`config.mk`:
```
export PLATFORM = sky130hd
export DESIGN_NAME = erbc_recovery_ctrl
export DESIGN_NICKNAME = d
export VERILOG_FILES = /design/src/verilog/erbc_pkg.sv /design/src/verilog/erbc_recovery_ctrl.sv
export SDC_FILE = /design/constraint.sdc
export NUM_CORES = 2
export LEC_CHECK = 0
export BUFFER_PORTS_ARGS = -buffer_cell sky130_fd_sc_hd__buf_2
export CELL_PAD_IN_SITES_DETAIL_PLACEMENT = 2
export CELL_PAD_IN_SITES_GLOBAL_PLACEMENT = 2
export CORE_AREA = 10 10 349 351
export CTS_CLUSTER_DIAMETER = 60
export DETAILED_ROUTE_END_ITERATION = 8
export DIE_AREA = 0 0 359 361
export GPL_ROUTABILITY_DRIVEN = 0
export GPL_TIMING_DRIVEN = 0
export PLACE_DENSITY = 0.6
export SYNTH_ARGS = -nofsm -noshare
export SYNTH_HDL_FRONTEND = slang
export SYNTH_SLANG_ARGS = --single-unit
```
`constraint.sdc`:
```
create_clock -name ref_clk -period 5.55 [get_ports ref_clk]
set_input_delay 0 -clock ref_clk [delete_from_list [all_inputs] [get_ports ref_clk]]
set_output_delay 0 -clock ref_clk [all_outputs]
set_load 0.05 [all_outputs]
```
`src/verilog/erbc_pkg.sv`:
```
// package for the error recovery budget controller
// assumes a single 100 MHz clock and a classic wishbone register bus
package erbc_pkg;

    // timing
    localparam int CLK_PERIOD_NS = 10;
    localparam int US_NS         = 1000;
    localparam int US_CYCLES     = (US_NS + CLK_PERIOD_NS - 1) / CLK_PERIOD_NS;
    localparam int MS_US         = 1000;

    // recovery levels and retry limits
    localparam logic [3:0] READ_LEVELS     = 4'hd;
    localparam logic [3:0] WRITE_LEVELS    = 4'h5;
    localparam logic [3:0] READ_RETRY_MAX  = 4'hb;
    localparam logic [2:0] WRITE_RETRY_MAX = 3'h5;

    // per block ceilings, microseconds, indexed by retry count
    localparam logic [20:0] READ_CEIL_US [0:11] = '{
        21'd51870,  21'd59850,  21'd203490, 21'd231420,
        21'd295260, 21'd327180, 21'd359100, 21'd446880,
        21'd538650, 21'd570570, 21'd598500, 21'd1534970};
    localparam logic [20:0] WRITE_CEIL_US [0:5] = '{
        21'd23940, 21'd35910, 21'd39900,
        21'd51870, 21'd79800, 21'd107730};

    localparam logic [15:0] TLIMIT_DEFAULT = 16'hffff;

    // register offsets (byte addresses)
    localparam logic [7:0] REG_CTRL     = 8'h00;
    localparam logic [7:0] REG_RETRY    = 8'h04;
    localparam logic [7:0] REG_TLIMIT   = 8'h08;
    localparam logic [7:0] REG_STATUS   = 8'h0c;
    localparam logic [7:0] REG_INT_STAT = 8'h10;
    localparam logic [7:0] REG_INT_MASK = 8'h14;
    localparam logic [7:0] REG_DEF_SEL  = 8'h18;
    localparam logic [7:0] REG_DEF_DATA = 8'h1c;
    localparam logic [7:0] REG_BUDGET   = 8'h20;

    // control fields
    localparam int         CTRL_RECOV_EN = 0;
    localparam int         CTRL_AUTO_RD  = 1;
    localparam int         CTRL_AUTO_WR  = 2;
    localparam int         CTRL_RDO      = 3;
    localparam logic [3:0] CTRL_RST      = 4'h7;

    // retry fields
    localparam int         RETRY_RD_LSB = 0;
    localparam int         RETRY_WR_LSB = 8;
    localparam logic [3:0] RETRY_RD_RST = 4'hb;
    localparam logic [2:0] RETRY_WR_RST = 3'h5;

    // interrupt status / mask bits
    localparam int IRQ_RECOVERED = 0;
    localparam int IRQ_UNRECOV   = 1;
    localparam int IRQ_REALLOC   = 2;
    localparam int IRQ_BUDGET    = 3;
    localparam int IRQ_W         = 4;

    // status fields
    localparam int STAT_LEVEL_LSB = 4;
    localparam int STAT_ACTIVE    = 8;
    localparam int STAT_BUDGET    = 9;
    localparam int STAT_FAILED    = 10;
    localparam int STAT_GROWN_LSB = 16;

    localparam int DEF_SEL_GROWN = 7;

    typedef enum logic [2:0] {
        ST_IDLE    = 3'b000,
        ST_ACTIVE  = 3'b001,
        ST_ISSUE   = 3'b010,
        ST_WAIT    = 3'b011,
        ST_REALLOC = 3'b100,
        ST_REWAIT  = 3'b101
    } erbc_state_t;

    typedef struct packed {
        logic        write;
        logic [3:0]  level;
        logic [31:0] lba;
    } erbc_step_t;

endpackage : erbc_pkg

```
`src/verilog/erbc_recovery_ctrl.sv`:
```
// error recovery budget controller: retry levels, time budget,
// reallocation decision, factory and grown defect lists
// assumes one clock, synchronous inputs, classic wishbone slave
//
// What this block does
// - thirteen read levels, five write levels
// - each step is one re-read or re-write
// - retry count sets highest level reached
// - recover only when enabled, per stored options
// - per-block and per-command effort bounded separately
// - read retry 0..11 maps to block ceilings
// - write retry 0..5 maps to block ceilings
// - retry count zero skips recovery
// - reallocate only if enabled, flag clear, budget left
// - reallocation time not charged to budget
// - recovered-data-only flag suppresses all reallocation
// - flag set means no unrecovered error reports
// - sixteen-bit millisecond command budget
// - budget counts only during recovery, restarts per command
// - zero budget means 0xffff
// - budget of one is smallest effective value
// - factory list fixed, grown list separate, both readable
//
// Our own choices: the register offsets and the Wishbone interface to the registers.
`timescale 1ns/100ps
module erbc_recovery_ctrl
    import erbc_pkg::*;
#(
    parameter int US_TICK         = US_CYCLES,
    parameter int MS_TICK         = MS_US,
    parameter int STEPS_PER_LEVEL = 2,
    parameter int GROWN_DEPTH     = 8,
    parameter int FACTORY_DEPTH   = 4
) (
    // clock and reset
    input  wire logic        ref_clk,
    input  wire logic        rst_n,
    // wishbone slave
    input  wire logic        wb_cyc_i,
    input  wire logic        wb_stb_i,
    input  wire logic        wb_we_i,
    input  wire logic [7:0]  wb_adr_i,
    input  wire logic [3:0]  wb_sel_i,
    input  wire logic [31:0] wb_dat_i,
    output logic      [31:0] wb_dat_o,
    output logic             wb_ack_o,
    // command framing
    input  wire logic        cmdStart,
    input  wire logic        cmdWrite,
    input  wire logic        cmdEnd,
    input  wire logic        factoryFormat,
    // failing block report from the media path
    input  wire logic        blkFail,
    input  wire logic [31:0] blkLba,
    // recovery attempts
    output logic             stepValid,
    output erbc_step_t       stepOut,
    input  wire logic        stepDone,
    input  wire logic        stepOk,
    // reallocation
    output logic             reallocValid,
    output logic      [31:0] reallocLba,
    input  wire logic        reallocDone,
    // results
    output logic             blkResolved,
    output logic             blkRecovered,
    output logic             errReport,
    output logic             cmdFailed,
    output logic             budgetOut,
    output logic             irq
);

    function automatic logic [31:0] wbMerge(input logic [31:0] old,
                                            input logic [31:0] din,
                                            input logic [3:0]  sel);
        logic [31:0] res;
        res = old;
        for (int i = 0; i < 4; i++) begin
            if (sel[i]) begin
                res[i*8 +: 8] = din[i*8 +: 8];
            end
        end
        return res;
    endfunction : wbMerge

    function automatic logic [3:0] maxLevelOf(input logic       wr,
                                              input logic [3:0] rd,
                                              input logic [2:0] wrc);
        if (wr) begin
            maxLevelOf = (wrc >= WRITE_RETRY_MAX) ? WRITE_LEVELS : {1'b0, wrc};
        end else begin
            maxLevelOf = (rd >= READ_RETRY_MAX) ? READ_LEVELS : rd + 4'h1;
        end
    endfunction : maxLevelOf

    erbc_state_t state, next_state;
    logic [3:0]  ctrl;
    logic [3:0]  rdRetry;
    logic [2:0]  wrRetry;
    logic [15:0] tlimit;
    logic [IRQ_W-1:0] intStat, intMask, intEvt;
    logic [7:0]  defSel;
    logic [FACTORY_DEPTH-1:0][31:0] factoryList;
    logic [GROWN_DEPTH-1:0][31:0]   grownList;
    logic [7:0]  grownCount;
    logic        isWrite;
    logic [3:0]  level;
    logic [7:0]  stepCnt;
    logic [31:0] failLba;
    logic [15:0] usPre;
    logic [9:0]  msSub;
    logic [15:0] budgetMs;
    logic [20:0] blkUs;
    logic        wbHit, wbWr, wbRd;
    logic        recovering, usTick;
    logic [15:0] effLimit;
    logic [3:0]  curRetry, maxLevel;
    logic [20:0] ceiling;
    logic        reallocOk, next_giveUp, next_recovered, next_doRealloc;
    logic        blkStart;

    assign wbHit = wb_cyc_i && wb_stb_i && !wb_ack_o;
    assign wbWr  = wbHit && wb_we_i;
    assign wbRd  = wbHit && !wb_we_i;

    assign recovering = (state == ST_ISSUE) || (state == ST_WAIT);
    assign usTick     = (usPre == 16'(US_TICK - 1));
    assign effLimit   = (tlimit == 16'h0000) ? TLIMIT_DEFAULT : tlimit;
    assign budgetOut  = (budgetMs >= effLimit);
    assign curRetry   = isWrite ? {1'b0, wrRetry} : rdRetry;
    assign maxLevel   = maxLevelOf(isWrite, rdRetry, wrRetry);
    assign ceiling    = isWrite
        ? WRITE_CEIL_US[(wrRetry > WRITE_RETRY_MAX) ? WRITE_RETRY_MAX : wrRetry]
        : READ_CEIL_US[(rdRetry > READ_RETRY_MAX) ? READ_RETRY_MAX : rdRetry];
    assign reallocOk  = (isWrite ? ctrl[CTRL_AUTO_WR] : ctrl[CTRL_AUTO_RD])
                        && !ctrl[CTRL_RDO] && !budgetOut
                        && (grownCount < 8'(GROWN_DEPTH));
    assign blkStart   = (state == ST_ACTIVE) && blkFail && !cmdEnd;

    assign stepValid    = (state == ST_ISSUE);
    assign reallocValid = (state == ST_REALLOC);
    assign irq          = |(intStat & intMask);

    // recovery sequencer
    always_comb begin
        next_state     = state;
        next_giveUp    = 1'b0;
        next_recovered = 1'b0;
        next_doRealloc = 1'b0;
        unique case (state)
            ST_IDLE: begin
                if (cmdStart) begin
                    next_state = ST_ACTIVE;
                end
            end
            ST_ACTIVE: begin
                if (cmdEnd) begin
                    next_state = ST_IDLE;
                end else if (blkFail) begin
                    if (!ctrl[CTRL_RECOV_EN] || curRetry == 4'h0
                        || budgetOut) begin
                        next_giveUp    = 1'b1;
                        next_doRealloc = reallocOk;
                    end else begin
                        next_state = ST_ISSUE;
                    end
                end
            end
            ST_ISSUE: next_state = ST_WAIT;
            ST_WAIT: begin
                if (budgetOut) begin
                    next_giveUp = 1'b1;
                end else if (blkUs >= ceiling) begin
                    next_giveUp    = 1'b1;
                    next_doRealloc = reallocOk;
                end else if (stepDone && stepOk) begin
                    next_recovered = 1'b1;
                    next_state     = ST_ACTIVE;
                end else if (stepDone) begin
                    if (stepCnt + 8'h1 < 8'(STEPS_PER_LEVEL)
                        || level < maxLevel) begin
                        next_state = ST_ISSUE;
                    end else begin
                        next_giveUp    = 1'b1;
                        next_doRealloc = reallocOk;
                    end
                end
                if (next_giveUp) begin
                    next_state = next_doRealloc ? ST_REALLOC : ST_ACTIVE;
                end
            end
            ST_REALLOC: next_state = ST_REWAIT;
            ST_REWAIT: begin
                if (reallocDone) begin
                    next_state = ST_ACTIVE;
                end
            end
            default: next_state = ST_IDLE;
        endcase
        if (state == ST_ACTIVE && next_giveUp) begin
            next_state = next_doRealloc ? ST_REALLOC : ST_ACTIVE;
        end
    end

    always_ff @(posedge ref_clk) begin
        if (!rst_n) begin
            state <= ST_IDLE;
        end else begin
            state <= next_state;
        end
    end

    // command context and level/step walk
    always_ff @(posedge ref_clk) begin
        if (!rst_n) begin
            isWrite <= 1'b0;
            level   <= 4'h0;
            stepCnt <= 8'h00;
            failLba <= 32'h0000_0000;
        end else begin
            if (state == ST_IDLE && cmdStart) begin
                isWrite <= cmdWrite;
            end
            if (blkStart) begin
                failLba <= blkLba;
                level   <= 4'h1;
                stepCnt <= 8'h00;
            end else if (state == ST_WAIT && stepDone && !stepOk
                         && next_state == ST_ISSUE) begin
                if (stepCnt + 8'h1 < 8'(STEPS_PER_LEVEL)) begin
                    stepCnt <= stepCnt + 8'h1;
                end else begin
                    stepCnt <= 8'h00;
                    level   <= level + 4'h1;
                end
            end
        end
    end

    always_ff @(posedge ref_clk) begin
        if (!rst_n) begin
            stepOut    <= '0;
            reallocLba <= 32'h0000_0000;
        end else begin
            stepOut.write <= isWrite;
            stepOut.level <= (next_state == ST_ISSUE && state == ST_WAIT
                              && stepCnt + 8'h1 >= 8'(STEPS_PER_LEVEL))
                             ? level + 4'h1
                             : (blkStart ? 4'h1 : level);
            stepOut.lba   <= blkStart ? blkLba : failLba;
            reallocLba    <= failLba;
        end
    end

    // microsecond prescaler, budget and per-block timers
    always_ff @(posedge ref_clk) begin
        if (!rst_n || usTick) begin
            usPre <= 16'h0000;
        end else begin
            usPre <= usPre + 16'h1;
        end
    end

    always_ff @(posedge ref_clk) begin
        if (!rst_n || (state == ST_IDLE && cmdStart)) begin
            msSub    <= 10'h000;
            budgetMs <= 16'h0000;
        end else if (recovering && usTick) begin
            if (msSub == 10'(MS_TICK - 1)) begin
                msSub <= 10'h000;
                if (budgetMs != 16'hffff) begin
                    budgetMs <= budgetMs + 16'h1;
                end
            end else begin
                msSub <= msSub + 10'h1;
            end
        end
    end

    always_ff @(posedge ref_clk) begin
        if (!rst_n || blkStart) begin
            blkUs <= 21'h000000;
        end else if (recovering && usTick && blkUs != 21'h1fffff) begin
            blkUs <= blkUs + 21'h1;
        end
    end

    // block outcome and error reporting
    always_ff @(posedge ref_clk) begin
        if (!rst_n) begin
            blkResolved  <= 1'b0;
            blkRecovered <= 1'b0;
            errReport    <= 1'b0;
            cmdFailed    <= 1'b0;
        end else begin
            blkResolved  <= next_giveUp || next_recovered;
            blkRecovered <= next_recovered;
            errReport    <= next_giveUp && !ctrl[CTRL_RDO];
            if (state == ST_IDLE && cmdStart) begin
                cmdFailed <= 1'b0;
            end else if (next_giveUp && !ctrl[CTRL_RDO]) begin
                cmdFailed <= 1'b1;
            end
        end
    end

    // defect lists
    always_ff @(posedge ref_clk) begin
        if (!rst_n) begin
            grownCount <= 8'h00;
            grownList  <= '0;
        end else if (state == ST_REWAIT && reallocDone) begin
            grownList[grownCount[$clog2(GROWN_DEPTH)-1:0]] <= failLba;
            grownCount <= grownCount + 8'h1;
        end
    end

    always_ff @(posedge ref_clk) begin
        if (!rst_n) begin
            factoryList <= '0;
        end else if (wbWr && wb_adr_i == REG_DEF_DATA && factoryFormat
                     && !defSel[DEF_SEL_GROWN]) begin
            factoryList[defSel[$clog2(FACTORY_DEPTH)-1:0]] <=
                wbMerge(factoryList[defSel[$clog2(FACTORY_DEPTH)-1:0]],
                        wb_dat_i, wb_sel_i);
        end
    end

    // software registers
    always_ff @(posedge ref_clk) begin
        if (!rst_n) begin
            ctrl    <= CTRL_RST;
            rdRetry <= RETRY_RD_RST;
            wrRetry <= RETRY_WR_RST;
            tlimit  <= TLIMIT_DEFAULT;
            intMask <= '0;
            defSel  <= 8'h00;
        end else if (wbWr) begin
            unique case (wb_adr_i)
                REG_CTRL: ctrl <= 4'(wbMerge({28'h0, ctrl}, wb_dat_i,
                                             wb_sel_i));
                REG_RETRY: begin
                    rdRetry <= wb_sel_i[0] ? wb_dat_i[RETRY_RD_LSB +: 4]
                                           : rdRetry;
                    wrRetry <= wb_sel_i[1] ? wb_dat_i[RETRY_WR_LSB +: 3]
                                           : wrRetry;
                end
                REG_TLIMIT: tlimit <= 16'(wbMerge({16'h0, tlimit}, wb_dat_i,
                                                  wb_sel_i));
                REG_INT_MASK: intMask <= wb_sel_i[0] ? wb_dat_i[IRQ_W-1:0]
                                                     : intMask;
                REG_DEF_SEL: defSel <= wb_sel_i[0] ? wb_dat_i[7:0] : defSel;
                default: ;
            endcase
        end
    end

    // sticky events, read to clear, set wins
    assign intEvt[IRQ_RECOVERED] = next_recovered;
    assign intEvt[IRQ_UNRECOV]   = next_giveUp && !ctrl[CTRL_RDO];
    assign intEvt[IRQ_REALLOC]   = (state == ST_REWAIT) && reallocDone;
    assign intEvt[IRQ_BUDGET]    = recovering && budgetOut;

    always_ff @(posedge ref_clk) begin
        if (!rst_n) begin
            intStat <= '0;
        end else if (wbRd && wb_adr_i == REG_INT_STAT) begin
            intStat <= intEvt;
        end else begin
            intStat <= intStat | intEvt;
        end
    end

    // bus answer: one cycle after the strobe, unmapped reads give zero
    always_ff @(posedge ref_clk) begin
        if (!rst_n) begin
            wb_ack_o <= 1'b0;
            wb_dat_o <= 32'h0000_0000;
        end else begin
            wb_ack_o <= wbHit;
            wb_dat_o <= 32'h0000_0000;
            if (wbRd) begin
                unique case (wb_adr_i)
                    REG_CTRL:     wb_dat_o <= {28'h0, ctrl};
                    REG_RETRY:    wb_dat_o <= {21'h0, wrRetry, 4'h0, rdRetry};
                    REG_TLIMIT:   wb_dat_o <= {16'h0, tlimit};
                    REG_STATUS: begin
                        wb_dat_o[2:0]                 <= state;
                        wb_dat_o[STAT_LEVEL_LSB +: 4] <= level;
                        wb_dat_o[STAT_ACTIVE]         <= (state != ST_IDLE);
                        wb_dat_o[STAT_BUDGET]         <= budgetOut;
                        wb_dat_o[STAT_FAILED]         <= cmdFailed;
                        wb_dat_o[STAT_GROWN_LSB +: 8] <= grownCount;
                    end
                    REG_INT_STAT: wb_dat_o <= {28'h0, intStat};
                    REG_INT_MASK: wb_dat_o <= {28'h0, intMask};
                    REG_DEF_SEL:  wb_dat_o <= {24'h0, defSel};
                    REG_DEF_DATA: wb_dat_o <= defSel[DEF_SEL_GROWN]
                        ? grownList[defSel[$clog2(GROWN_DEPTH)-1:0]]
                        : factoryList[defSel[$clog2(FACTORY_DEPTH)-1:0]];
                    REG_BUDGET:   wb_dat_o <= {16'h0, budgetMs};
                    default: ;
                endcase
            end
        end
    end
endmodule : erbc_recovery_ctrl

```
; ---- Word-level counts from Yosys, hierarchy flattened
; Memory sizes are Yosys's and may differ from the RTL's.
; Index checks and enable logic that the tools add are counted.
[op_classes]
add_sub_neg = 8
order_cmp = 17
eq_ne = 19
mux = 89
n_bitwise = 6
n_reduce_logical = 66
[ops]
columns = cell, count
row1 = $bwmux 256, 1
row2 = $mux 32, 6
row3 = $bwmux 128, 1
row4 = $mux 21, 5
row5 = $mux 8, 13
row6 = $bmux 32 s3, 1
row7 = $demux 32 s3, 1
row8 = $bmux 32 s2, 1
row9 = $demux 32 s2, 1
row10 = $mux 3, 16
row11 = $pmux 7 s6, 1
row12 = $add 16x1->16 const B, 2
row13 = $eq 8x5->1 const B, 4
row14 = $logic_and 1x1->1, 28
row15 = $mux 4, 7
row16 = $pmux 3 s9, 1
row17 = $reduce_and 3->1, 9
row18 = $mux 1, 26
row19 = $add 21x1->21 const B, 1
row20 = $ge 21x21->1, 1
row21 = $ne 21x21->1 const B, 1
row22 = $pmux 3 s6, 1
row23 = $add 8x1->8 const B, 2
row24 = $eq 16x7->1 const B, 1
row25 = 47 further kinds, 74
[word_totals]
register_bits = 620
mem_bits_ro = 504
inputBits = 89
out_inout_bits = 110
n_memories = 2
[mem_list]
columns = name, words, width, read_ports, rd_clocked_by_memory_dff, write_ports, line
row1 = (name not given), 16, 21, 1, 0, 0, erbc_recovery_ctrl.sv:134  ; : READ_CEIL_US[(rdRetry > READ_RETRY_MAX) ? READ_RETRY_MAX : rdRetry];
row2 = (name not given), 8, 21, 1, 0, 0, erbc_recovery_ctrl.sv:133  ; ? WRITE_CEIL_US[(wrRetry > WRITE_RETRY_MAX) ? WRITE_RETRY_MAX : wrRetry]

; ---- Depth between registers and ports, before layout
[depth]
word_depth = 20
ltp_mapped = 18
ltp_nobuf = 15

; ---- Worst setup path before layout
; Ideal clock, no wire load.
[synth_path]
path_kind = reg-to-reg
from = register rdRetry[2]
to = register stepOut[32] in the netlist's numbering
setup_ns = 0.134
arrival_time_ns = 3.458
required_ns = 5.416
path_slack_ns = 1.958
path_stages_with_launch = 17
path_buffers = 3
period_less_slack_ns = 3.592
path_cell_list = dfxtp_1 -> clkbuf_1 -> clkbuf_1 -> a21o_1 -> ha_1 -> nand2_1 -> o21a_1 -> o211a_1 -> a21oi_1 -> ha_1 -> nand4_1 -> a2111o_1 -> a31o_2 -> and4bb_2 -> buf_2 -> a211oi_1 -> a211oi_1
[synth_between]
elab_chain_len = 19
[synth_rtl]
columns = item, line
row1 = start: declaration, erbc_recovery_ctrl.sv:98  ; logic [3:0] rdRetry;
row2 = start signal: assignment, erbc_recovery_ctrl.sv:343  ; rdRetry <= wb_sel_i[0] ? wb_dat_i[RETRY_RD_LSB +: 4]
row3 = "$gt 4x4->1, or another cell as far along", erbc_recovery_ctrl.sv:134
row4 = "$mux 4, on equally long branches", "erbc_recovery_ctrl.sv:134, erbc_recovery_ctrl.sv:92"
row5 = $not 4->5 or $mux 4 (tied branches), "erbc_recovery_ctrl.sv:134, erbc_recovery_ctrl.sv:89"
row6 = $mem_v2 16x21 or $lt 4x4->1 (tied branches), n/a
row7 = $mux 21 or $logic_or 1x1->1 (tied branches), "erbc_recovery_ctrl.sv:134, erbc_recovery_ctrl.sv:181"
row8 = $mux 21 or $mux 1 (tied branches), "erbc_recovery_ctrl.sv:134, erbc_recovery_ctrl.sv:180"
row9 = $mux 21 or $mux 1 (tied branches), "erbc_recovery_ctrl.sv:133, erbc_recovery_ctrl.sv:179"
row10 = $ge 21x21->1 or $mux 1 (tied branches), "erbc_recovery_ctrl.sv:173, erbc_recovery_ctrl.sv:176"
row11 = [3 not listed], n/a
row12 = $mux 3, erbc_recovery_ctrl.sv:189  ; next_state = next_doRealloc ? ST_REALLOC : ST_ACTIVE;
row13 = $mux 3, erbc_recovery_ctrl.sv:188  ; if (next_giveUp) begin
row14 = $pmux 3 s6, erbc_recovery_ctrl.sv:150  ; unique case (state)
row15 = $mux 3 *, erbc_recovery_ctrl.sv:200  ; if (state == ST_ACTIVE && next_giveUp) begin
row16 = $eq 3x2->1 *, erbc_recovery_ctrl.sv:246  ; stepOut.level <= (next_state == ST_ISSUE && state == ST_WAIT
row17 = $logic_and 1x1->1 *, erbc_recovery_ctrl.sv:246
row18 = $logic_and 1x1->1 *, erbc_recovery_ctrl.sv:247  ; && stepCnt + 8'h1 >= 8'(STEPS_PER_LEVEL))
row19 = $mux 4 *, erbc_recovery_ctrl.sv:248  ; ? level + 4'h1
row20 = end: declaration, erbc_recovery_ctrl.sv:57  ; output erbc_step_t stepOut,
; Every way passes the cells marked *; elsewhere a longest branch is shown, timed or not. The select of a mux whose other input is x is not followed.
; A chain may end at the register's enable or synchronous reset.

; ---- Worst setup path after layout
[layout_path]
from = register rdRetry[2]
to = register blkResolved
[layout_between]
elab_chain_len = 13
[layout_rtl]
columns = item, line
row1 = "$gt 4x4->1, or another cell as far along", erbc_recovery_ctrl.sv:134
row2 = "$mux 4, on equally long branches", "erbc_recovery_ctrl.sv:134, erbc_recovery_ctrl.sv:92"
row3 = $not 4->5 or $mux 4 (tied branches), "erbc_recovery_ctrl.sv:134, erbc_recovery_ctrl.sv:89"
row4 = $mem_v2 16x21 or $lt 4x4->1 (tied branches), n/a
row5 = $mux 21 or $logic_or 1x1->1 (tied branches), "erbc_recovery_ctrl.sv:134, erbc_recovery_ctrl.sv:181"
row6 = $mux 21 or $mux 1 (tied branches), "erbc_recovery_ctrl.sv:134, erbc_recovery_ctrl.sv:180"
row7 = $mux 21 or $mux 1 (tied branches), "erbc_recovery_ctrl.sv:133, erbc_recovery_ctrl.sv:179"
row8 = $ge 21x21->1 or $mux 1 (tied branches), "erbc_recovery_ctrl.sv:173, erbc_recovery_ctrl.sv:176"
row9 = $mux 1, erbc_recovery_ctrl.sv:173  ; end else if (blkUs >= ceiling) begin
row10 = $mux 1, erbc_recovery_ctrl.sv:171  ; if (budgetOut) begin
row11 = $mux 1, erbc_recovery_ctrl.sv:150
row12 = $pmux 1 s2, erbc_recovery_ctrl.sv:150
row13 = $logic_or 1x1->1 *, erbc_recovery_ctrl.sv:296  ; blkResolved <= next_giveUp || next_recovered;
row14 = end signal: assignment, erbc_recovery_ctrl.sv:296
row15 = end: declaration, erbc_recovery_ctrl.sv:65  ; output logic blkResolved,
; Marks and branches as above.

==> metrics.cfg <==
[run_status]
status = completed

[worst_setup_path]
slowest_stage = nor4_1
start_kind = flop
slowest_delay_ps = 1110
cp_max_fo = 10
path_class = reg2reg
crit_required_ps = 6140
worstPathArrival_ps = 5740
cp-end-kind = flop
path_cells = clkbuf_1 > clkbuf_1 > a21o_1 > ha_1 > nand2_1 > o21ai_0 > nor2_1 > a21oi_1 > o21ai_0 > ha_1 > nand4_1 > nor2_1 > a211oi_1 > a31o_2 > nand2_1 > nor4_1 > o21bai_1

[synthesis]
synthAdderAreaFrac_pct = 2.523
synth_area_leaders = dfxtp_1, nand2_1, mux4_2, a21oi_1, nor2_1
synth-seq-cells = 620
synthArstFlopShare_pct = 0
syn_area_per_cell_um2 = 8.648
synthTopCellsByCount = nand2_1, dfxtp_1, a21oi_1, nor2_1, clkbuf_1
yosysMostFrequentCell = nand2_1
synth_edf_count = 0
yosysTopAreaCell = dfxtp_1
synth_xor_area_share_pct = 1.895
synth_cells = 3154
synth_ff_type = dfxtp_1
netlist.area_leader.share_pct = 45.51
synth_compound_area_share_pct = 14.08
synth_cell_type_count = 74
synth_top_family_by_area = simple AND/OR/NAND/NOR gates
netlist_area_mm2 = 0.02727
synth_nets = 3298
synth_warnings = 0
ys_seq_area_share_pct = 45.51
muxShareOfSynthArea_pct = 10.84
synthSimpleGateAreaFrac_pct = 21.22

[global_routing]
groute.usage.overall_pct = 18.50
antenna_found_initial = 14
overflow = 0
grt_pass1_vias = 26960
grt_pass1_wl_um = 183500
grt_max_degree = 13

[clock_network]
cts_tree = built
cts_buffers = 91
post_cts_resize_count = 0
ctsHoldBuffers = 89
post_cts_buffers = 0
clk_transition_reported_paths_ps = 60
ctsLongestPathBuffers = 3
cts_sinks = 620
cts_root_buf = clkbuf_16
clk_latency_ps = 670
cts_max_level = 3

[sta]
min_period_over_period_pct = 92.79
timing.slew.headroom_pct = 6.455
rsz0062_at_grt = no
tns_ps = 0
fin_crit_ps = 5150
slew_violations = 0
skew_ps = 18.98
final-hold-violation-count = 0
setup_viol = 0
worstMarginPinSlew_ps = 1390
max_clock_freq_mhz = 194.2

[floorplan]
dieArea_mm2 = 0.1296
core-area_mm2 = 0.1151
pin_count = 199
rows = 125
fp.dieW_um = 359
start_util_pct = 23.69
die-height_um = 361

[route]
topRoutingLayerUsed = met4
met3WireLength_um = 4481
post_drt_wl_per_cell_um = 24.12
route.detailed.drc = 0
viasPerCell = 4.908
dr.pass1.iters = 8
drt_iter0_drc = 1344
ant_nets = 0
vias = 25180
dr_wl_met2_um = 58620
met1Wirelength_um = 58050
routed_wl_um = 123800

[power_and_ir_drop]
intPower_mw = 8.208
power.switching_mw = 2.641
combPwrFrac_pct = 3.8
vdd_drop_max_mv = 0.2468
leakagePower_nw = 11.83
p_clk_share_pct = 54.9
p_per_area_mw_per_mm2 = 317.5
swShare_pct = 24.34
p_seq_share_pct = 41.2

[placement]
place_area_mm2 = 0.03020
io_buffers = 194
placed_cells = 4874
dp_hpwl_um = 89890

[job]
drv_cap = 0

[final_layout]
fin_area_mm2 = 0.03418
nets = 3676
drive_gt1_share_pct = 14.01
syn2layout_area_growth_pct = 25.30
layoutNonFillerInstCount = 5131

[hold_path]
hp-class = in2reg

==> cells in the final DEF, fill, tap and decap left out, types with 7 or more instances in the layout <==
cell type and count:
nor2b_1 12, or3_1 7, clkinvlp_4 14, nand3b_1 8
and2_1 47, a31oi_1 14, ha_1 55, mux2i_1 77
buf_1 9, nor3_1 19, o211ai_1 17, a21oi_1 378
or2_0 28, clkinv_2 8, clkbuf_16 94, bufinv_16 7
o21ai_0 57, clkbuf_1 226, a21o_1 9, nand3_1 77
inv_1 17, nand2b_1 8, buf_2 228, dlygate4sd3_1 89
nand2_1 750, xnor2_1 16, xor2_1 43, dfxtp_1 620
and3_1 23, nor4_1 11, a222oi_1 16, clkbuf_8 14
mux4_2 96, a211oi_1 108, nand4_1 35, nor2_1 253
==> power groups by stage <==
stage	combinational (mW)	clock (mW)	sequential, mW
after floorplan	0.152	0	4.60
after detailed placement	0.378	0	4.57
after global routing	0.450	6.32	4.47
after global placement	0.374	0	4.57
after CTS	0.425	6.12	4.47
final	0.418	5.96	4.47
==> through the flow <==
stage,util (%),power (mW),worst slack (ps),hold WS (ps)
final,29.69,10.85,400.0,29.37
after global routing,29.68,11.25,137.3,73.11
after CTS,29.68,11.02,524.1,0.5394
after detailed placement,26.23,4.946,547.5,252.0
after global placement,26.19,4.942,499.1,246.3
after floorplan,-,4.747,1958,124.0
==> path summary, 6_finish.rpt <==
path,depth (start not counted),slack (ps),start,endpoint
max,17,400,rdRetry[2]$_SDFFE_PN0P_,blkResolved$_SDFF_PN0_
min,5,30,wb_sel_i[1],tlimit[12]$_SDFFE_PN1P_
max reg2reg,17,400,rdRetry[2]$_SDFFE_PN0P_,blkResolved$_SDFF_PN0_
min reg2reg,2,450,grownList[48]$_SDFFE_PN0P_,grownList[48]$_SDFFE_PN0P_
==> per-layer routing <==
metal  global-route usage, %  vias to the layer above
met1                   24.81                    12860
met2                   30.99                      464
met5                       0                        -
li1                        -                    11710
met4                   4.400                        0
met3                   2.714                      155
==> cell type report <==
class / count / area, µm²
Fill cell: 13210 / 80940
Multi-Input combinational cell: 2261 / 13810
Sequential cell: 620 / 12410
Clock buffer: 125 / 2609
Tap cell: 1524 / 1907
Timing Repair Buffer: 285 / 1883
Buffer: 255 / 1008
Clock inverter: 40 / 473.0
Inverter: 18 / 67.56
Antenna cell: 3 / 7.507
==> cell families (layout without fill, tap and decap cells) <==
group | Yosys count | after routing
simple gates | 1325 | 1325
compound gates | 647 | 647
flops | 620 | 620
buf+inv | 273 | 723
mux | 175 | 175
xor+xnor | 59 | 59
fa+ha+maj | 55 | 55
other cells | 0 | 3
==> worst max-delay path: cells and delay by family, from the launching register on <==
| kind | cells | cell delay, ps |
|---|---|---|
| fa+ha+maj | 2 | 590 |
| flops | 1 | 320 |
| compound gates | 7 | 1420 |
| simple gates | 6 | 1700 |
| buf+inv | 2 | 1010 |
==> registers in the layout, indices dropped and copies added (netlist names), 3 cells and up <==
signal       cells
wrRetry          3
usPre           16
state            3
rdRetry          4
tlimit          16
stepCnt          8
intStat          4
grownCount       8
msSub           10
budgetMs        16
intMask          4
blkUs           21
ctrl             4
defSel           8
level            4
wb_dat_o        32
stepOut         37
grownList      256
reallocLba      32
factoryList    128
(Power assumes the default switching activity.)
